===== config.mk =====
export PLATFORM = sky130hd
export DESIGN_NAME = spd_core
export DESIGN_NICKNAME = d
export VERILOG_FILES = /design/src/logic/spd_pkg.sv /design/src/logic/spd_core.sv /design/src/logic/spd_pulse_swallow.sv
export SDC_FILE = /design/constraint.sdc
export NUM_CORES = 1
export LEC_CHECK = 0
export BUFFER_PORTS_ARGS = -buffer_cell sky130_fd_sc_hd__buf_4
export CAP_MARGIN = 15
export CELL_PAD_IN_SITES_DETAIL_PLACEMENT = 0
export CELL_PAD_IN_SITES_GLOBAL_PLACEMENT = 1
export CORE_ASPECT_RATIO = 1.5
export CORE_MARGIN = 2
export CORE_UTILIZATION = 46
export CTS_CLUSTER_DIAMETER = 100
export DETAILED_ROUTE_END_ITERATION = 6
export GPL_TIMING_DRIVEN = 1
export PLACE_DENSITY_LB_ADDON = 0.1
export REMOVE_ABC_BUFFERS = 1
export SYNTH_ARGS = -nofsm -noshare
export SYNTH_HDL_FRONTEND = slang
export SYNTH_HIERARCHICAL = 1
export SYNTH_SLANG_ARGS = --single-unit

===== constraint.sdc =====
create_clock -name pclk -period 2.55 [get_ports pclk]
set_clock_uncertainty 0.05 [all_clocks]
set_input_delay 0 -clock pclk [delete_from_list [all_inputs] [get_ports pclk]]
set_output_delay 0 -clock pclk [all_outputs]
set_load 0.01 [all_outputs]

===== src/logic/spd_pkg.sv =====
// Purpose: Shared constants of the serial-programmed divider and phase detector core
// Assumes: One 32-bit APB register window, 200 MHz pclk
// Notes:   Word layout, divider ratios and register offsets live here only
package spd_pkg;

   // ==========================================================================
   // Setting word layout
   localparam int unsigned WORD_W      = 14;
   localparam int unsigned SWALLOW_W   = 5;
   localparam int unsigned MAIN_W      = 9;
   localparam int unsigned SWALLOW_LSB = 0;
   localparam int unsigned MAIN_LSB    = 5;

   // ==========================================================================
   // Divider ratios (total = 512 * main + 16 * swallow)
   localparam int unsigned PRE_W          = 10;
   localparam logic [9:0]  PRE_MOD_LOW    = 10'h200;  // 512
   localparam logic [9:0]  PRE_MOD_HIGH   = 10'h210;  // 528
   localparam logic [8:0]  REF_MAIN_COUNT = 9'h001;   // Reference: 1 x 512
   localparam logic [4:0]  REF_SWALLOW    = 5'h00;
   localparam logic [8:0]  MAIN_RESET     = 9'h020;   // 32, lowest legal main count
   localparam logic [4:0]  SWALLOW_RESET  = 5'h00;

   // ==========================================================================
   // Phase detector timing
   localparam int unsigned ABL_W          = 3;
   localparam logic [2:0]  ABL_CYCLES     = 3'h2;     // Spike length at zero error

   // ==========================================================================
   // APB register map (byte addresses)
   localparam logic [7:0]  OFF_CTRL    = 8'h00;
   localparam logic [7:0]  OFF_SETWORD = 8'h04;
   localparam logic [7:0]  OFF_SHIFT   = 8'h08;
   localparam logic [7:0]  OFF_LATCH   = 8'h0C;
   localparam logic [7:0]  OFF_STATUS  = 8'h10;

   // CTRL fields
   localparam int unsigned CTRL_SER_EN  = 0;
   localparam int unsigned CTRL_SW_LOAD = 1;
   localparam logic        CTRL_SER_EN_RESET = 1'b1;

   // STATUS fields
   localparam int unsigned ST_LOCK = 0;
   localparam int unsigned ST_UP   = 1;
   localparam int unsigned ST_DOWN = 2;
   localparam int unsigned ST_POL  = 3;

   // Pin synchroniser slots
   localparam int unsigned PIN_N     = 6;
   localparam int unsigned PIN_SCLK  = 0;
   localparam int unsigned PIN_SDATA = 1;
   localparam int unsigned PIN_LTS   = 2;
   localparam int unsigned PIN_VCO   = 3;
   localparam int unsigned PIN_OSC   = 4;
   localparam int unsigned PIN_POL   = 5;

endpackage


===== src/logic/spd_core.sv =====
// Purpose: Serial-programmed synthesizer core: shift register, setting latch,
//          reference and programmable dividers, phase/frequency detector
// Assumes: All pins are asynchronous to pclk and slow against 200 MHz
// Notes:   APB slave answers with pready one cycle after setup
//
// Operation
// - each rising serial clock edge shifts one data bit into the register; the core shifts only while ser_en_r is set
// - shift register is fourteen bits, one whole setting word
// - latch strobe high copies shift register into the setting latch
// - swallow count is five-bit binary, values 0 to 31
// - main count is nine-bit binary; host loads only 32 to 511
// - both counts straight binary, lowest bit least significant
// - reference counter divides the oscillator rate by fixed 512
// - prescaler divides by 512 or 528, swallow counter picks modulus
// - total division equals 512 times main plus 16 times swallow
// - select high: up drives high, down low, equal Z; select low swaps
// - monitor shows reference divider if select high, else programmable divider
// - polarity select pulled up, an open input acts high
// - lock indicator high normally, low while a phase difference exists
// - phase detector resolves minus two pi to plus two pi
// - at zero error short spikes appear on pump outputs, no dead band
//
// The implementer's own choices: the APB slave port and the address map.
`timescale 1ns/1ps
module spd_core (
   // APB clock and reset
   input  wire logic        pclk,
   input  wire logic        presetn,
   // APB slave
   input  wire logic        psel,
   input  wire logic        penable,
   input  wire logic        pwrite,
   input  wire logic [7:0]  paddr,
   input  wire logic [31:0] pwdata,
   output logic [31:0]      prdata,
   output logic             pready,
   output logic             pslverr,
   // Serial programming pins
   input  wire logic        serial_clk_in,
   input  wire logic        serial_data_in,
   input  wire logic        latch_transfer_strobe,
   // Rate inputs
   input  wire logic        vco_in,
   input  wire logic        osc_in,
   // Polarity select pin and its board-drive indication
   input  wire logic        phase_polarity_select,
   input  wire logic        phase_polarity_select_drv,
   // Charge pump outputs (value and enable)
   output logic             charge_pump_out_one,
   output logic             charge_pump_out_one_oe,
   output logic             charge_pump_out_two,
   output logic             charge_pump_out_two_oe,
   // Status outputs
   output logic             lock_indicator,
   output logic             monitor_out
);

   // ==========================================================================
   // Declarations
   logic [spd_pkg::PIN_N-1:0]   pin_meta_r;
   logic [spd_pkg::PIN_N-1:0]   pin_sync_r;
   logic [spd_pkg::PIN_N-1:0]   pin_prev_r;
   logic [spd_pkg::PIN_N-1:0]   pin_rise;
   // Idle pin levels: the open select pin reads high, so no false low after reset
   localparam logic [spd_pkg::PIN_N-1:0] PIN_IDLE = {{(spd_pkg::PIN_N-1){1'b0}}, 1'b1}
                                                    << spd_pkg::PIN_POL;
   logic                        pol_raw;

   logic [spd_pkg::WORD_W-1:0]  shift_r;
   logic [spd_pkg::WORD_W-1:0]  latch_r;
   logic [spd_pkg::WORD_W-1:0]  setword_r;
   logic                        ser_en_r;
   logic                        pol_r;

   logic [spd_pkg::MAIN_W-1:0]    main_count_bits;
   logic [spd_pkg::SWALLOW_W-1:0] swallow_count_bits;

   logic                        reference_compare_rate;
   logic                        vco_compare_rate;

   logic                        up_r;
   logic                        dn_r;
   logic [spd_pkg::ABL_W-1:0]   abl_cnt_r;
   logic                        up_set;
   logic                        dn_set;
   logic                        abl_start;
   logic                        abl_active;
   logic                        cp_drive;
   logic                        cp_level;
   logic                        cp_out_r;
   logic                        cp_oe_r;
   logic                        lock_r;
   logic                        mon_r;

   logic                        setup_ph;
   logic                        access_ph;
   logic                        wr_access;
   logic                        addr_hit;
   logic                        sel_ctrl;
   logic                        sel_setword;
   logic                        sel_shift;
   logic                        sel_latch;
   logic                        sel_status;
   logic                        sw_load;
   logic [31:0]                 rd_mux;
   logic [31:0]                 prdata_r;
   logic                        err_r;

   // ==========================================================================
   // Field extraction helpers
   function automatic logic [spd_pkg::MAIN_W-1:0] main_of(
      input logic [spd_pkg::WORD_W-1:0] w);
      main_of = w[spd_pkg::MAIN_LSB +: spd_pkg::MAIN_W];
   endfunction

   function automatic logic [spd_pkg::SWALLOW_W-1:0] swallow_of(
      input logic [spd_pkg::WORD_W-1:0] w);
      swallow_of = w[spd_pkg::SWALLOW_LSB +: spd_pkg::SWALLOW_W];
   endfunction

   // ==========================================================================
   // Pin synchronisers: two flops, then a third for edge detection
   always_ff @(posedge pclk or negedge presetn) begin
      if (!presetn) begin
         pin_meta_r <= PIN_IDLE;
         pin_sync_r <= PIN_IDLE;
         pin_prev_r <= PIN_IDLE;
      end else begin
         pin_meta_r <= {pol_raw, osc_in, vco_in, latch_transfer_strobe,
                        serial_data_in, serial_clk_in};
         pin_sync_r <= pin_meta_r;
         pin_prev_r <= pin_sync_r;
      end
   end

   // Rising edges seen after synchronisation
   assign pin_rise = pin_sync_r & ~pin_prev_r;

   // Undriven select pin reads high through the pull-up
   assign pol_raw = phase_polarity_select_drv ? phase_polarity_select : 1'b1;

   // ==========================================================================
   // Serial shift register, first bit in ends up at the top (MSB first)
   always_ff @(posedge pclk or negedge presetn) begin
      if (!presetn) begin
         shift_r <= '0;
      end else if (ser_en_r && pin_rise[spd_pkg::PIN_SCLK]) begin
         shift_r <= {shift_r[spd_pkg::WORD_W-2:0],
                     pin_sync_r[spd_pkg::PIN_SDATA]};
      end
   end

   // ==========================================================================
   // Setting latch: transparent while the strobe is high, takes setword_r on a software load, holds otherwise
   always_ff @(posedge pclk or negedge presetn) begin
      if (!presetn) begin
         latch_r <= {spd_pkg::MAIN_RESET, spd_pkg::SWALLOW_RESET};
      end else if (pin_sync_r[spd_pkg::PIN_LTS]) begin
         latch_r <= shift_r;
      end else if (sw_load) begin
         latch_r <= setword_r;
      end
   end
   // Only the strobe or a software load writes latch_r; serial edges never do

   // Straight binary fields, bit 0 least significant
   assign main_count_bits    = main_of(latch_r);
   assign swallow_count_bits = swallow_of(latch_r);

   // Polarity select after synchronisation
   always_ff @(posedge pclk or negedge presetn) begin
      if (!presetn) begin
         pol_r <= 1'b1;
      end else begin
         pol_r <= pin_sync_r[spd_pkg::PIN_POL];
      end
   end

   // ==========================================================================
   // Reference divider: fixed 1 x 512 with no swallow
   spd_pulse_swallow u_ref_div (
      .clk           (pclk),
      .rst_n         (presetn),
      .in_pulse      (pin_rise[spd_pkg::PIN_OSC]),
      .main_count    (spd_pkg::REF_MAIN_COUNT),
      .swallow_count (spd_pkg::REF_SWALLOW),
      .out_pulse     (reference_compare_rate)
   );

   // Programmable divider: 512 x main + 16 x swallow
   spd_pulse_swallow u_vco_div (
      .clk           (pclk),
      .rst_n         (presetn),
      .in_pulse      (pin_rise[spd_pkg::PIN_VCO]),
      .main_count    (main_count_bits),
      .swallow_count (swallow_count_bits),
      .out_pulse     (vco_compare_rate)
   );

   // ==========================================================================
   // Phase/frequency detector terms
   assign abl_active = (abl_cnt_r != '0);
   assign up_set     = up_r | reference_compare_rate;
   assign dn_set     = dn_r | vco_compare_rate;
   assign abl_start  = !abl_active && up_set && dn_set;

   // Up and down flags; both set starts a short spike window then clears
   always_ff @(posedge pclk or negedge presetn) begin
      if (!presetn) begin
         up_r      <= 1'b0;
         dn_r      <= 1'b0;
         abl_cnt_r <= '0;
      end else if (abl_active) begin
         abl_cnt_r <= abl_cnt_r - 3'h1;
         if (abl_cnt_r == 3'h1) begin
            up_r <= reference_compare_rate;  // A pulse in the clear cycle wins
            dn_r <= vco_compare_rate;
         end
      end else begin
         up_r <= up_set;                       // Extra edges saturate
         dn_r <= dn_set;
         if (abl_start) begin
            abl_cnt_r <= spd_pkg::ABL_CYCLES;
         end
      end
   end

   // ==========================================================================
   // Charge pump drive: at zero error spike high then low with select high, low then high with select low, else up/down
   assign cp_drive = abl_active || (up_r ^ dn_r);
   assign cp_level = abl_active ? ((abl_cnt_r == spd_pkg::ABL_CYCLES) ~^ pol_r)
                                : (up_r ~^ pol_r);

   // Registered pump, lock and monitor outputs
   always_ff @(posedge pclk or negedge presetn) begin
      if (!presetn) begin
         cp_out_r <= 1'b0;
         cp_oe_r  <= 1'b0;
         lock_r   <= 1'b1;
         mon_r    <= 1'b0;
      end else begin
         cp_out_r <= cp_drive & cp_level;
         cp_oe_r  <= cp_drive;
         lock_r   <= abl_active || !(up_r ^ dn_r);
         mon_r    <= pol_r ? reference_compare_rate
                           : vco_compare_rate;
      end
   end

   // Both pump pins carry the same drive
   assign charge_pump_out_one    = cp_out_r;
   assign charge_pump_out_one_oe = cp_oe_r;
   assign charge_pump_out_two    = cp_out_r;
   assign charge_pump_out_two_oe = cp_oe_r;
   assign lock_indicator         = lock_r;
   assign monitor_out            = mon_r;

   // ==========================================================================
   // APB decode
   assign setup_ph    = psel && !penable;
   assign access_ph   = psel && penable;
   assign sel_ctrl    = (paddr == spd_pkg::OFF_CTRL);
   assign sel_setword = (paddr == spd_pkg::OFF_SETWORD);
   assign sel_shift   = (paddr == spd_pkg::OFF_SHIFT);
   assign sel_latch   = (paddr == spd_pkg::OFF_LATCH);
   assign sel_status  = (paddr == spd_pkg::OFF_STATUS);
   assign addr_hit    = sel_ctrl | sel_setword | sel_shift | sel_latch | sel_status;
   assign wr_access   = access_ph && pwrite;
   assign sw_load     = wr_access && sel_ctrl && pwdata[spd_pkg::CTRL_SW_LOAD];

   // Read data selection, unused bits zero
   assign rd_mux = sel_ctrl    ? {31'h0000_0000, ser_en_r} :
                   sel_setword ? {18'h00000, setword_r} :
                   sel_shift   ? {18'h00000, shift_r} :
                   sel_latch   ? {18'h00000, latch_r} :
                   sel_status  ? {28'h000_0000, pol_r, dn_r, up_r, lock_r} :
                                 32'h0000_0000;

   // Software registers, written in the access phase
   always_ff @(posedge pclk or negedge presetn) begin
      if (!presetn) begin
         ser_en_r  <= spd_pkg::CTRL_SER_EN_RESET;
         setword_r <= {spd_pkg::MAIN_RESET, spd_pkg::SWALLOW_RESET};
      end else if (wr_access && sel_ctrl) begin
         ser_en_r <= pwdata[spd_pkg::CTRL_SER_EN];
      end else if (wr_access && sel_setword) begin
         setword_r <= pwdata[spd_pkg::WORD_W-1:0];
      end
   end

   // Read data and error captured in the setup phase
   always_ff @(posedge pclk or negedge presetn) begin
      if (!presetn) begin
         prdata_r <= '0;
         err_r    <= 1'b0;
      end else if (setup_ph) begin
         prdata_r <= pwrite ? 32'h0000_0000 : rd_mux;
         err_r    <= !addr_hit || (pwrite && (sel_shift || sel_latch || sel_status));
      end
   end

   // Zero-wait access phase
   assign pready  = 1'b1;
   assign prdata  = prdata_r;
   assign pslverr = access_ph && err_r;

endmodule


===== src/logic/spd_pulse_swallow.sv =====
// Purpose: Dual-modulus prescaler with swallow and main counters
// Assumes: in_pulse is a one-cycle pulse per input edge, swallow <= main
// Notes:   New counts are taken at the reload that ends each output period
`timescale 1ns/1ps
module spd_pulse_swallow (
   // Clock and reset
   input  wire logic                         clk,
   input  wire logic                         rst_n,
   // Input edges and counts
   input  wire logic                         in_pulse,
   input  wire logic [spd_pkg::MAIN_W-1:0]   main_count,
   input  wire logic [spd_pkg::SWALLOW_W-1:0] swallow_count,
   // Divided output
   output logic                              out_pulse
);

   logic [spd_pkg::PRE_W-1:0]     pre_cnt_r;
   logic [spd_pkg::MAIN_W-1:0]    main_left_r;
   logic [spd_pkg::SWALLOW_W-1:0] swallow_left_r;
   logic [spd_pkg::PRE_W-1:0]     pre_mod;
   logic                          pre_wrap;
   logic                          period_end;

   // ==========================================================================
   // Modulus select: 528 while swallow pulses remain, else 512
   assign pre_mod    = (swallow_left_r != '0) ? spd_pkg::PRE_MOD_HIGH
                                              : spd_pkg::PRE_MOD_LOW;
   assign pre_wrap   = in_pulse && (pre_cnt_r == pre_mod - 10'h001);
   assign period_end = pre_wrap && (main_left_r <= 9'h001);

   // ==========================================================================
   // Prescaler, swallow and main counters
   always_ff @(posedge clk or negedge rst_n) begin
      if (!rst_n) begin
         pre_cnt_r      <= '0;
         main_left_r    <= 9'h001;
         swallow_left_r <= '0;
         out_pulse      <= 1'b0;
      end else begin
         out_pulse <= period_end;
         if (in_pulse) begin
            pre_cnt_r <= pre_wrap ? '0 : pre_cnt_r + 10'h001;
         end
         if (period_end) begin
            // Reload: N prescaler periods, first A at 528 -> 512N + 16A
            main_left_r    <= main_count;
            swallow_left_r <= swallow_count;
         end else if (pre_wrap) begin
            main_left_r <= main_left_r - 9'h001;
            if (swallow_left_r != '0) begin
               swallow_left_r <= swallow_left_r - 5'h01;
            end
         end
      end
   end

endmodule


Word level (Yosys, flattened, before mapping)
Index checks and enable logic that the tools add are counted.
- bitwise gates (word level): 13
- order comparisons: 2
- mux-type cells: 31
- eq/ne operators: 9
- reduce and logical (&&, ||, !) cells: 37
- add/subtract/negate cells: 9
- operators with widths (cell ; count):
    2-to-1 mux 14 bit ; 7
    2-to-1 mux 5 bit ; 8
    2-to-1 mux 9 bit ; 4
    adder 10 x 1 -> 10 bit (second input constant) ; 2
    equality test 10 bit ; 2
    2-to-1 mux 10 bit ; 2
    subtractor 10 x 1 -> 10 bit (second input constant) ; 2
    <= comparator 9 x 1 -> 1 bit (second input constant) ; 2
    subtractor 9 x 1 -> 9 bit (second input constant) ; 2
    equality test 8 x 4 -> 1 bit (second input constant) ; 2
    logical AND 1 bit ; 15
    nonzero test 2 bit ; 6
    nonzero test 5 bit ; 2
    subtractor 5 x 1 -> 5 bit (second input constant) ; 2
    equality test 8 x 3 -> 1 bit (second input constant) ; 1
    equality test 8 x 5 -> 1 bit (second input constant) ; 1
    zero test 8 bit ; 1
    2-to-1 mux 1 bit ; 7
    2-to-1 mux 3 bit ; 2
    bitwise OR 1 bit ; 6
    AND reduction 2 bit ; 3
    bitwise AND 5 bit ; 1
    logical OR 1 bit ; 5
    NOT 5 bit ; 1
    11 further kinds ; 15
- bits of input ports: 52
- bits in registers: 153
- output and inout bits: 40
- logic and storage cells: 126

Logic depth before layout (Yosys ltp)
Gate-level depths: netlist (run 1).
- depth after elaboration: 8
- gate-level depth with buffers: 9
- depth with buffers taken out: 7

Hierarchy
Netlist (run 1), hierarchy kept.
- by module, submodules not included (module ; sequential area each (um^2) ; cells an instance ; area an instance (um^2) ; times used):
    spd_core ; 2085.8 ; 318 ; 3876.2 ; 1
    spd_pulse_swallow at u_vco_div ; 626.9 ; 157 ; 1455.1 ; 1
    spd_pulse_swallow at u_ref_div ; 626.9 ; 149 ; 1431.4 ; 1

Worst setup path after synthesis (run 1)
Ideal clock, no wire load.
- path type: register to register
- from: register u_vco_div/swallow_left_r[0] in the netlist's numbering
- to: register u_vco_div/main_left_r[7] in the netlist's numbering
- clock period less this slack: 2222 ps
- data required time: 2376 ps
- path slack: 328 ps
- setup time: 124 ps
- stages on the path, launching flop included: 9
- data arrival time: 2049 ps
- path buffers: 1
- cells stage by stage: dfrtp_1 -> inv_1 -> ha_1 -> nor4b_4 -> or4b_1 -> a21o_1 -> buf_6 -> o31ai_1 -> nand2_1
- longest elaborated chain between the ends: 7
- elaborated cells on any way between the ends: 8
- classes of those cells: add/sub (1); eq/ne (1); mux (2); reduce/logical (4)
- ends and longest elaborated chain (element ; line ; text):
    start, declared ; spd_pulse_swallow.sv:19 ; logic [spd_pkg::SWALLOW_W-1:0] swallow_left_r;
    start signal, assigned ; spd_pulse_swallow.sv:47 ; swallow_left_r <= swallow_count;
    start signal, assigned ; spd_pulse_swallow.sv:51 ; swallow_left_r <= swallow_left_r - 5'h01;
    nonzero test 5 bit * ; spd_pulse_swallow.sv:26 ; assign pre_mod = (swallow_left_r != '0) ? spd_pkg::PRE_MOD_HIGH
    2-to-1 mux 5 bit * ; spd_pulse_swallow.sv:26 ;
    subtractor 10 x 1 -> 10 bit * ; spd_pulse_swallow.sv:28 ; assign pre_wrap = in_pulse && (pre_cnt_r == pre_mod - 10'h001);
    equality test 10 bit * ; spd_pulse_swallow.sv:28 ;
    logical AND 1 bit * ; spd_pulse_swallow.sv:28 ;
    logical AND 1 bit ; spd_pulse_swallow.sv:29 ; assign period_end = pre_wrap && (main_left_r <= 9'h001);
    2-to-1 mux 9 bit or nonzero test 2 bit (tied branches) ; n/a ;
    end signal, assigned ; spd_pulse_swallow.sv:46 ; main_left_r <= main_count;
    end signal, assigned ; spd_pulse_swallow.sv:49 ; main_left_r <= main_left_r - 9'h001;
    end, declared ; spd_pulse_swallow.sv:18 ; logic [spd_pkg::MAIN_W-1:0] main_left_r;
Mark *: on every way between the ends. The rest lies on a longest branch, timed or not.
A chain may end at the register's enable or synchronous reset.

Final worst setup path (run 1)
- from: register u_ref_div/main_left_r[5] in the netlist's numbering
- to: register u_ref_div/swallow_left_r[4] in the netlist's numbering
- longest elaborated chain between the ends: 4
- elaborated cells on any way between the ends: 6
- classes of those cells: order compare (1); mux (1); reduce/logical (4)
- ends and longest elaborated chain (element ; line):
    start, declared ; spd_pulse_swallow.sv:18
    start signal, assigned ; spd_pulse_swallow.sv:46
    start signal, assigned ; spd_pulse_swallow.sv:49
    <= comparator 9 x 1 -> 1 bit * ; spd_pulse_swallow.sv:29
    logical AND 1 bit * ; spd_pulse_swallow.sv:29
    nonzero test 2 bit (no source line) ; n/a
    AND reduction 2 bit (no source line) ; n/a
    end signal, assigned ; spd_pulse_swallow.sv:47
    end signal, assigned ; spd_pulse_swallow.sv:51
    end, declared ; spd_pulse_swallow.sv:19
Marked as above.

==> out/results.ini, run 1 <==
[floorplan]
initial_core_util_pct = 46.8
rows = 54
ios = 92
die_x_um = 103
die_y_um = 153
dieArea_um2 = 15700
coreArea_um2 = 14500

[yosys]
synth_top_cells_by_count = 124 x dfrtp_1, 52 x nor2_1, 50 x mux2_2
yosys.area.top_type = dfrtp_1
synth_enable_flop_cells = 0
ys_seq_elements = 133
synth_top_area_share_pct = 45.9
synth-async-reset-ratio_pct = 100
yosys_warnings = 6
synthCells = 624
synth-main-ff-cell = dfrtp_1
synth.distinct_cells = 71
yosysMostFrequentCell = dfrtp_1
syn_area_per_cell_um2 = 10.8
synth_seq_area_share_pct = 49.4
synth_area_um2 = 6760
synth_area_leaders = dfrtp_1 46%, mux2_2 8.3%, dfstp_2 3.5%

[grt]
busiest_layer = met2
grt_use_met2_pct = 34.3
grt_max_degree = 57
grt_util_met1_pct = 26.5
grt_pass1_wl_um = 25600
grt_pass1_vias = 5156
antenna_found_initial = 0
gr-usage-met3_pct = 4.40
grtUsageTotal_pct = 20.7
grt_overflow_total = 0

[placed_design]
gp_routability_congestion = 0.829
place_hpwl_um = 10300
portBuffers = 54
post-place-ws_ns = 0.105

[critical_path]
cp_top_family = simple AND/OR/NAND/NOR gates
rr_startpoint = u_ref_div/main_left_r[5]
crit_required_ns = 2.80
critPathLaunchType = register
cp-end-kind = register
cp_max_fo = 15
critPathArrivalTime_ns = 2.60
critPathSlowestCell = or4_4
path_buf_inv = 0
crit_type = register to register
crit_path_cell_trace = or4_4 -> or3_1 -> nand3_1 -> o21ai_0 -> a222oi_1
max_stage_delay_ns = 0.58
critical_path.startpoint = u_ref_div/main_left_r[5]

[timing]
fin_crit_sh_pct = 92.0
slew_violations = 0
hold_viol = 0
tns_ns = 0
finalWorstSetupSlack_ns = 0.204
setup_violations = 0
tightest_slew_ns = 0.706
fmax_mhz = 426
slew-limit-headroom_pct = 52.9
post-route-min-period_ns = 2.35
rsz0062_at_grt = false

[clock_tree]
h-tree-depth = 4
cts_inserted_buffers = 17
clk_latency_ns = 0.42
path_clk_slew_ns = 0.06
ctsRootBufferMaster = clkbuf_16
cts_setup_buffers = 0
clockBufferDepth = 2
cts_tree = done
cts_sinks = 133

[final_layout]
seqCellArea_um2 = 3340
multi_input_area_um2 = 3150
fin_nets = 790
drive_gt1_share_pct = 25.0
antenna_cells = 0
syn_to_final_growth_pct = 22.6
n_fill_cell = 1320

[route]
drt_iter0_markers = 162
viasPerCell = 5.34
post_drt_wl_per_cell_um = 16.2
num_vias = 4979
drt-total-wl_um = 15100
dr.pass1.iters = 4
route.detailed.drc = 0
ant_nets = 0

[run_status]
status = completed

[run]
maxCapViolCount = 0

[min_path]
holdCritPathClass = primary input to asynchronous set/reset pin

[power]
peakVddDrop_v = 0.000528
p_total_mw = 6.19
powerDensity_nw_per_um2 = 746
p_leak_nw = 3.86

metal layers:
metal / vias up / wire length (µm)
met3: 21 / 442
li1: 2395 / -
met1: 2481 / 6450
met5: - / 0
met2: 82 / 7960
met4: 0 / 255
power by group:
group	internal [mW]	switching (mW)
clock	1.76	0.922
sequential	2.41	0.285
combinational	0.491	0.319
worst register-to-register path: cells and delay by family (launching register included):
family / cells / cell delay (ns)
flip-flops: 1 / 0.44
AND/OR/NAND/NOR: 3 / 1.35
AO/OA/AOI/OAI: 2 / 0.40
state kept, by name, summed over array words and instances (netlist names), 3 cells and up:
name and cells:
abl_cnt_r 3, u_ref_div/main_left_r 9, u_ref_div/pre_cnt_r 10, pin_meta_r 6, u_vco_div/pre_cnt_r 10, u_vco_div/swallow_left_r 5
prdata 14, u_vco_div/main_left_r 9, pin_sync_r 6, setword_r 14, latch_r 14, u_ref_div/swallow_left_r 5
pin_prev_r 3, shift_r 14
stage by stage:
step           area (µm²)  util, %  cells  hold slack [ns]
6_report             8290     57.4    933           0.0515
5_1_grt              8290     57.4    933           0.0633
4_1_cts              8290     57.3    933           0.0287
3_5_place_dp         7360     50.9    873          -0.0638
3_3_place_gp         7360     50.9    873          -0.0641
2_1_floorplan        6580        -    610           -0.346
area by class of cell:
class	instances	share of cell area, %
inverter	27	1.22
timing repair buffer	95	9.79
clock inverter	13	2.47
clock buffer	19	5.34
tap	196	2.96
sequential	133	40.3
multi-input combinational	450	37.9
cells by family (layout without fill, tap and decap cells):
kind of cell | count (synthesis) | after routing | share of synthesized area [%]
mux | 62 | 62 | 10.8
xor+xnor | 15 | 15 | 1.94
fa+ha+maj | 14 | 14 | 2.59
other cells | 2 | 33 | 0.111
buf+inv | 72 | 154 | 5.92
compound gates | 158 | 158 | 15.5
flops | 133 | 133 | 49.4
simple gates | 168 | 168 | 13.7
final timing paths:
check                           slack [ns]  cells after the start                           to
min in group pclk                     0.05                      3                    prdata[3]
worst max register to register        0.20                      5  u_ref_div/swallow_left_r[4]
worst max-delay path                  0.20                      5  u_ref_div/swallow_left_r[4]
worst min-delay path                  0.05                      2       u_vco_div/pre_cnt_r[7]
worst min register to register        0.29                      0                pin_sync_r[4]
max in group asynchronous             1.59                      3                  latch_r[10]
timing repair:
action                     CTS  global route
setup endpoints to repair    0             6
hold endpoints to repair   128             0
hold buffers                28             0
gates resized for setup      0             2
cell usage in the layout, fill, tap and decap left out, drive strengths merged, types with 3 or more instances in the layout:
cell,count
xor2,6
mux2,60
dfstp,9
clkinv,5
buf,67
bufinv,5
or3,4
a21oi,34
o21bai,3
dlygate4sd3,28
nand3,9
o211ai,3
a22oi,9
xnor2,9
a21o,11
a31oi,4
nor4,6
nand2,43
nor3,8
nand4,12
or4,3
clkinvlp,3
o2bb2ai,5
nor2,53
ha,14
nor2b,8
o22ai,4
nor3b,3
inv,27
o21ai,42
o22a,6
nand2b,6
o31ai,18
clkbuf,19
or4b,3
conb,33
dfrtp,124
No activity file was read; power rests on OpenSTA's default activity.
==> run 2: changes to the inputs <==
--- a/config.mk
+++ b/config.mk
@@ -10,14 +10,14 @@
 export CELL_PAD_IN_SITES_DETAIL_PLACEMENT = 0
 export CELL_PAD_IN_SITES_GLOBAL_PLACEMENT = 1
 export CORE_ASPECT_RATIO = 1.5
-export CORE_MARGIN = 2
-export CORE_UTILIZATION = 46
+export CORE_MARGIN = 8
+export CORE_UTILIZATION = 45
 export CTS_CLUSTER_DIAMETER = 100
 export DETAILED_ROUTE_END_ITERATION = 6
 export GPL_TIMING_DRIVEN = 1
 export PLACE_DENSITY_LB_ADDON = 0.1
 export REMOVE_ABC_BUFFERS = 1
+export SLEW_MARGIN = 10
 export SYNTH_ARGS = -nofsm -noshare
 export SYNTH_HDL_FRONTEND = slang
-export SYNTH_HIERARCHICAL = 1
 export SYNTH_SLANG_ARGS = --single-unit
==> run 2 against run 1 <==
Effect of this change: sequential power decreased by 16%; cell count decreased by 1.5%; setup slack got worse by 0.075 ns; maximum frequency decreased by 3.1%; hold slack got worse by 0.031 ns; global-route usage decreased by 4.1 points; synthesized cell count increased by 0.64%; die area increased by 21%; combinational power decreased by 58%; count of clock-buffer cells in the layout increased by 2; critical path type unchanged; largest cell class unchanged.
==> out/results.ini, run 2 <==
[min_path]
min_path_cells = 4
worstHoldStart = paddr[4]
holdCritPathClass = primary input to register
min_to = prdata[3]

[critical_path]
crit_required_ns = 2.79  ; about the same
rrSetupSlack_ns = 0.13  ; -0.08 ns
rr_startpoint = u_ref_div.swallow_left_r[0]
cp-end-kind = register
crit_type = register to register
r2r-end = u_ref_div.swallow_left_r[1]
crit_path_cell_trace = inv_1 -> ha_1 -> or4b_1 -> buf_4 -> or4_1 -> a21oi_1 -> and2_2 -> a211oi_1
critPathArrivalTime_ns = 2.66  ; +0.06 ns
cp_max_fo = 6  ; -9
reg2reg_depth = 8  ; +3
max_stage_delay_ns = 0.50  ; -0.08 ns
critPathLaunchType = register
critPathSlowestCell = or4_1

[route]
route.detailed.drc = 0  ; unchanged
ant_nets = 0  ; unchanged
drt-total-wl_um = 14700  ; -2.8%
post_drt_wl_per_cell_um = 16.0  ; -1.4%
dr.pass1.iters = 4  ; unchanged
num_vias = 4881  ; -2.0%
drt_iter0_markers = 238  ; +47%
viasPerCell = 5.31  ; -0.47%

[yosys]
synth_area_um2 = 6620  ; -2.1%
synth_compound_area_share_pct = 12.4  ; -3.1 points
synth.distinct_cells = 56  ; -21%
synth_area_leaders = dfrtp_1 47%, mux2_2 12%, o21ai_0 4.0%
synth-async-reset-ratio_pct = 100  ; unchanged
synth-xor-area-share_pct = 1.98  ; +0.041 points
synth_enable_flop_cells = 0  ; unchanged
ys_seq_elements = 133  ; unchanged
yosysMostFrequentCell = dfrtp_1
synth_seq_area_share_pct = 50.4  ; +1.1 points
synth_top_area_share_pct = 46.9  ; +0.98 points
synth_top_cells_by_count = 124 x dfrtp_1, 69 x mux2_2, 53 x o21ai_0
synth-main-ff-cell = dfrtp_1
yosys_warnings = 0  ; -6
yosys.area.top_type = dfrtp_1
synth_mux_area_share_pct = 12.6  ; +1.8 points
synthCells = 628  ; +0.64%
syn_area_per_cell_um2 = 10.5  ; -2.7%
yosys.area_share.simple_pct = 13.9  ; +0.12 points
yosys.area_share.adder_pct = 2.65  ; +0.055 points
synth_top_family_by_area = simple AND/OR/NAND/NOR gates

[floorplan]
rows = 54  ; unchanged
dieArea_um2 = 18900  ; +21%
die_y_um = 165  ; +7.9%
coreArea_um2 = 14500  ; unchanged
die_x_um = 115  ; +12%
initial_core_util_pct = 45.8  ; -0.98 points
ios = 92  ; unchanged

[timing]
setup_violations = 0  ; unchanged
slew-limit-headroom_pct = 50.6  ; -2.3 points
finalWorstSetupSlack_ns = 0.128  ; -0.0755 ns
post-route-min-period_ns = 2.42  ; +0.0755 ns
tns_ns = 0  ; unchanged
tightest_slew_ns = 0.741  ; +0.0344 ns
fin_crit_sh_pct = 95.0  ; +3.0 points
fmax_mhz = 413  ; -3.1%
slew_violations = 0  ; unchanged
hold_viol = 0  ; unchanged

[final_layout]
fin_nets = 776  ; -1.8%
drive_gt1_share_pct = 27.0  ; +2.0 points
syn_to_final_growth_pct = 22.1
n_fill_cell = 1305  ; -1.1%
antenna_cells = 0  ; unchanged
layout_commonest_cell = dfrtp_1
layout_common_cells = 124 x dfrtp_1, 70 x buf_4, 69 x mux2_2
stdcell_count = 919  ; -1.5%
final_util_pct = 55.9  ; -1.5 points

[clock_tree]
path_clk_slew_ns = 0.05  ; about the same
h-tree-depth = 4  ; unchanged
cts_tree = done
ctsRootBufferMaster = clkbuf_16
cts_inserted_buffers = 17  ; unchanged
cts_sinks = 133  ; unchanged
clockBufferDepth = 2  ; unchanged
clk_latency_ns = 0.42  ; about the same

[power]
power.internal_mw = 3.95  ; -15%
powerDensity_nw_per_um2 = 629  ; -16%
p_switching_mw = 1.13  ; -26%
power_frac_clock_pct = 48.4  ; +5.1 points
power_frac_comb_pct = 6.6  ; -6.5 points
peakVddDrop_v = 0.000476  ; -9.9%
p_total_mw = 5.08  ; -18%
seqPwrFrac_pct = 45.0  ; +1.4 points
p_leak_nw = 3.79  ; -1.9%
swShare_pct = 22.2  ; -2.5 points

[grt]
grt_pass1_vias = 5079  ; -1.5%
antenna_found_initial = 0  ; unchanged
grt_pass1_wl_um = 24800  ; -3.2%
grtUsageTotal_pct = 16.6  ; -4.1 points
grt_max_degree = 86  ; +51%
grt_overflow_total = 0  ; unchanged

[placed_design]
dp.cells = 860  ; -1.5%
place_hpwl_um = 10200  ; -1.1%
post-place-ws_ns = -0.0411  ; -0.146 ns
portBuffers = 54  ; unchanged
gp_routability_congestion = 0.804  ; -3.0%

[run_status]
status = completed

[run]
maxCapViolCount = 0  ; unchanged

run 2: power groups by stage:
stage | sequential [mW] | clock [mW] | combinational (mW)
after global placement | 2.31 | 0 | 0.306
after CTS | 2.28 | 2.52 | 0.342
after detailed placement | 2.32 | 0 | 0.307
after global routing | 2.30 | 2.61 | 0.382
after floorplan | 2.30 | 0 | 0.164
final | 2.28 | 2.46 | 0.337
run 2: per-layer routing:
layer  GRT usage (%)  up-vias  part of all wire [%]
met5               0        -                     0
met4            6.30        0                   1.6
met3            3.77       16                   3.0
met2            29.9       81                    54
met1            18.7     2414                    41
li1                -     2370                     -
run 2: worst max path at each step:
stage | startpoint | end | slack (ns) | depth (start not counted)
after floorplan | u_ref_div.swallow_left_r[0] | u_ref_div.main_left_r[4] | -0.05 | 7
after global placement | u_ref_div.swallow_left_r[0] | u_ref_div.main_left_r[6] | 0.07 | 8
after detailed placement | u_ref_div.swallow_left_r[0] | u_ref_div.main_left_r[6] | -0.04 | 8
after CTS | u_ref_div.swallow_left_r[0] | u_ref_div.main_left_r[6] | 0.03 | 8
after global routing | u_vco_div.swallow_left_r[0] | u_vco_div.main_left_r[8] | -0.002 | 8
final | u_ref_div.swallow_left_r[0] | u_ref_div.swallow_left_r[1] | 0.13 | 8
run 2: through the flow:
stage | area [µm²] | hold slack (ns)
2_1_floorplan | 6390 | -0.346
3_3_place_gp | 7200 | -0.0824
3_5_place_dp | 7200 | -0.0808
4_1_cts | 8070 | 0.0000431
5_1_grt | 8080 | 0.0455
6_report | 8080 | 0.0205
run 2: repair_timing:
action	CTS	global route
endpoints found under the hold margin	153	0
setup endpoints to repair	1	13
pin swaps	0	3
buffers inserted	0	1
hold buffers	26	0
gates resized for setup	1	3
run 2: kinds of logic after synthesis:
kind of cell               count (synthesis)
and+or+nand+nor                          179
DFF                                      133
AOI/OAI and AO/OA                        132
buffers and inverters                     78
muxes                                     75
xor gates and xnor gates                  15
adders and majority gates                 14
other                                      2
run 2: critical path, delay by kind of cell, from the launching register on:
kind	cells	cell delay [ns]
DFF	1	0.38
buffers and inverters	2	0.25
AOI/OAI and AO/OA	2	0.26
and+or+nand+nor	3	1.23
adders and majority gates	1	0.14
run 2: cell type report:
cell class / count / area [µm²] / area share [%]
clock buffers: 21 / 470 / 5.82
clock inverters: 11 / 130 / 1.61
inverters: 25 / 93.8 / 1.16
multi-input cells: 434 / 2970 / 36.7
flip-flops and latches: 133 / 3340 / 41.3
well taps: 196 / 245 / 3.03
repair buffers: 99 / 837 / 10.4
==> run 3: changes to the inputs <==
--- a/config.mk
+++ b/config.mk
@@ -5,13 +5,14 @@
 export SDC_FILE = /design/constraint.sdc
 export NUM_CORES = 1
 export LEC_CHECK = 0
+export ABC_AREA = 1
 export BUFFER_PORTS_ARGS = -buffer_cell sky130_fd_sc_hd__buf_4
 export CAP_MARGIN = 15
 export CELL_PAD_IN_SITES_DETAIL_PLACEMENT = 0
 export CELL_PAD_IN_SITES_GLOBAL_PLACEMENT = 1
 export CORE_ASPECT_RATIO = 1.5
 export CORE_MARGIN = 8
-export CORE_UTILIZATION = 45
+export CORE_UTILIZATION = 43
 export CTS_CLUSTER_DIAMETER = 100
 export DETAILED_ROUTE_END_ITERATION = 6
 export GPL_TIMING_DRIVEN = 1
==> run 3 against run 2 <==
Effect of this change: non-clock buffer count fell by 16; count of clock-buffer cells in the layout rose by 4; area after synthesis rose by 3.5%; critical endpoint is now u_vco_div.swallow_left_r[0].
==> out/results.ini, run 3 <==
[route]
post_drt_wl_per_cell_um = 14.4  ; -10%
drt-total-wl_um = 16000  ; +9.2%
route.detailed.drc = 0  ; unchanged
dr.pass1.iters = 6  ; +2
viasPerCell = 4.90  ; -7.7%
ant_nets = 0  ; unchanged
drt_iter0_markers = 254  ; +6.7%
num_vias = 5466  ; +12%

[placed_design]
place_hpwl_um = 11300  ; +11%
post-place-ws_ns = 0.513  ; +0.554 ns
dp.cells = 1058  ; +23%
portBuffers = 54  ; unchanged
gp_routability_congestion = 0.819  ; +1.8%
dpl_cell_area_um2 = 7340  ; +1.9%

[critical_path]
critPathSlowestCell = dfrtp_1
crit_required_ns = 2.80  ; about the same
critPathLaunchType = register
cp-end-kind = register
rrSetupSlack_ns = 0.55  ; +0.42 ns
cp_max_fo = 17  ; +11
critPathArrivalTime_ns = 2.25  ; -0.41 ns
crit_path_cell_trace = ha_1 -> nand4_1 -> nor2_2 -> nand3_4 -> inv_4 -> o21ai_0 -> nand2_1 -> o211ai_1
crit_type = register to register
max_stage_delay_ns = 0.38  ; -0.12 ns

[yosys]
synth-xor-area-share_pct = 1.66  ; -0.32 points
ys_seq_elements = 133  ; unchanged
synth_compound_area_share_pct = 12.2  ; -0.26 points
synthCells = 819  ; +30%
synth-async-reset-ratio_pct = 100  ; unchanged
synth_enable_flop_cells = 0  ; unchanged
synth_seq_area_share_pct = 48.7  ; -1.7 points
yosys_warnings = 0  ; unchanged
yosys.area_share.adder_pct = 2.56  ; -0.089 points
yosys.area_share.simple_pct = 22.3  ; +8.4 points
synth_top_area_share_pct = 45.3  ; -1.6 points
syn_area_per_cell_um2 = 8.37  ; -21%
synth_area_um2 = 6850  ; +3.5%
synth_area_leaders = dfrtp_1 45%, nand2_1 9.4%, inv_1 6.1%
synth_top_cells_by_count = 172 x nand2_1, 124 x dfrtp_1, 112 x inv_1
synth.distinct_cells = 41  ; -27%
yosysMostFrequentCell = nand2_1
synth_mux_area_share_pct = 1.97  ; -11 points
yosys.area.top_type = dfrtp_1
synth_top_family_by_area = simple AND/OR/NAND/NOR gates
synth-main-ff-cell = dfrtp_1

[clock_tree]
cts_inserted_buffers = 17  ; unchanged
cts_sinks = 133  ; unchanged
clockBufferDepth = 2  ; unchanged
ctsRootBufferMaster = clkbuf_16
h-tree-depth = 4  ; unchanged
path_clk_slew_ns = 0.06  ; about the same
clk_latency_ns = 0.42  ; about the same
cts_tree = done
post_cts_resized = 0  ; -1

[timing]
slew-limit-headroom_pct = 51.3  ; +0.72 points
fin_crit_sh_pct = 78.6  ; -16 points
tightest_slew_ns = 0.730  ; -0.0108 ns
finalWorstSetupSlack_ns = 0.547  ; +0.418 ns
setup_violations = 0  ; unchanged
fmax_mhz = 499  ; +21%
tns_ns = 0  ; unchanged
slew_violations = 0  ; unchanged
hold_viol = 0  ; unchanged
rsz0062_at_grt = false
post-route-min-period_ns = 2.00  ; -0.418 ns
whs_ns = 0.0249  ; +0.00441 ns

[final_layout]
syn_to_final_growth_pct = 19.3
antenna_cells = 0  ; unchanged
stdcell_count = 1115  ; +21%
post-route-cell-area_um2 = 8170  ; +1.1%
layout_common_cells = 172 x nand2_1, 124 x dfrtp_1, 112 x inv_1
final_util_pct = 52.3  ; -3.6 points
n_fill_cell = 1517  ; +16%
fin_nets = 965  ; +24%
layout_commonest_cell = nand2_1
drive_gt1_share_pct = 16.4  ; -11 points

[run_status]
status = completed

[grt]
grt_max_degree = 75  ; -13%
grt_pass1_vias = 5622  ; +11%
grt_pass1_wl_um = 27200  ; +10%
grt_overflow_total = 0  ; unchanged
grtUsageTotal_pct = 16.6  ; -0.050 points
antenna_found_initial = 0  ; unchanged

[power]
powerDensity_nw_per_um2 = 623  ; -0.98%
peakVddDrop_v = 0.000311  ; -35%
p_total_mw = 5.09  ; +0.14%
p_leak_nw = 4.15  ; +9.6%

[floorplan]
rows = 56  ; +3.7%
initial_core_util_pct = 43.9  ; -1.9 points
die_y_um = 171  ; +3.7%
coreArea_um2 = 15600  ; +8.1%
ios = 92  ; unchanged
dieArea_um2 = 20300  ; +7.3%
die_x_um = 119  ; +3.5%

[min_path]
holdCritPathClass = primary input to register

[run]
maxCapViolCount = 0  ; unchanged

==> run 3: changes by cell type in the layout (fill, tap and decap cells not counted), moves of 8 or more <==
cell,before,now
a21oi_1,31,62
a22o_1,10,0
buf_4,70,56
inv_1,25,112
mux2_2,69,12
nand2_1,36,172
nand3_1,22,32
nor2_1,45,68
nor4_1,8,0
o21ai_0,52,65
o21ai_1,3,16
==> run 3: power breakdown <==
part	leakage [nW]	total, mW	switching (mW)	internal, mW
Sequential	1.69	2.29	0.0766	2.22
Clock	0.278	2.41	0.921	1.49
Combinational	2.18	0.378	0.224	0.155
Total	4.15	5.09	1.22	3.87
==> run 3: routing by layer <==
layer / share of wire (%) / wire length (µm) / track usage [%]
met2: 53 / 8530 / 29.5
met5: 0 / 0 / 0
met3: 2.9 / 465 / 4.32
met4: 1.7 / 275 / 6.02
met1: 42 / 6770 / 18.8
==> run 3: final cells by class <==
| type | instances | area, µm² | share of cell area (%) |
|---|---|---|---|
| sequential | 133 | 3340 | 40.9 |
| multi-input combinational | 548 | 2850 | 34.9 |
| timing repair buffer | 83 | 702 | 8.59 |
| clock buffer | 25 | 515 | 6.31 |
| inverter | 116 | 438 | 5.36 |
| tap | 203 | 254 | 3.11 |
| clock inverter | 7 | 70.1 | 0.857 |
==> run 3: cell families after synthesis <==
logic type | after synthesis
AOI/OAI and AO/OA | 159
xor gates and xnor gates | 13
adders and majority gates | 14
buffers and inverters | 155
DFF | 133
muxes | 12
other | 2
and+or+nand+nor | 331
==> run 3: critical path, delay by kind of cell (launching register included) <==
| family | cells | cell delay (ns) |
|---|---|---|
| fa+ha+maj | 1 | 0.19 |
| flops | 1 | 0.38 |
| buf+inv | 1 | 0.26 |
| simple gates | 4 | 0.74 |
| compound gates | 2 | 0.24 |
==> run 3: repair_timing <==
action	4_1_cts	5_1_grt
hold buffers	25	0
endpoints found under the hold margin	95	0
setup buffers	0	0
==> run 3: path summary, 6_finish.rpt <==
path                                        start                          end  cells past startpoint
max                        u_vco_div.pre_cnt_r[1]  u_vco_div.swallow_left_r[0]                      8
min                                      paddr[2]                    prdata[0]                      5
max reg2reg                u_vco_div.pre_cnt_r[1]  u_vco_div.swallow_left_r[0]                      8
min reg2reg                         pin_meta_r[3]                pin_sync_r[3]                      0
max in group asynchronous                 presetn     u_ref_div.main_left_r[0]                      3
min in group asynchronous                 presetn       u_vco_div.pre_cnt_r[9]                      2
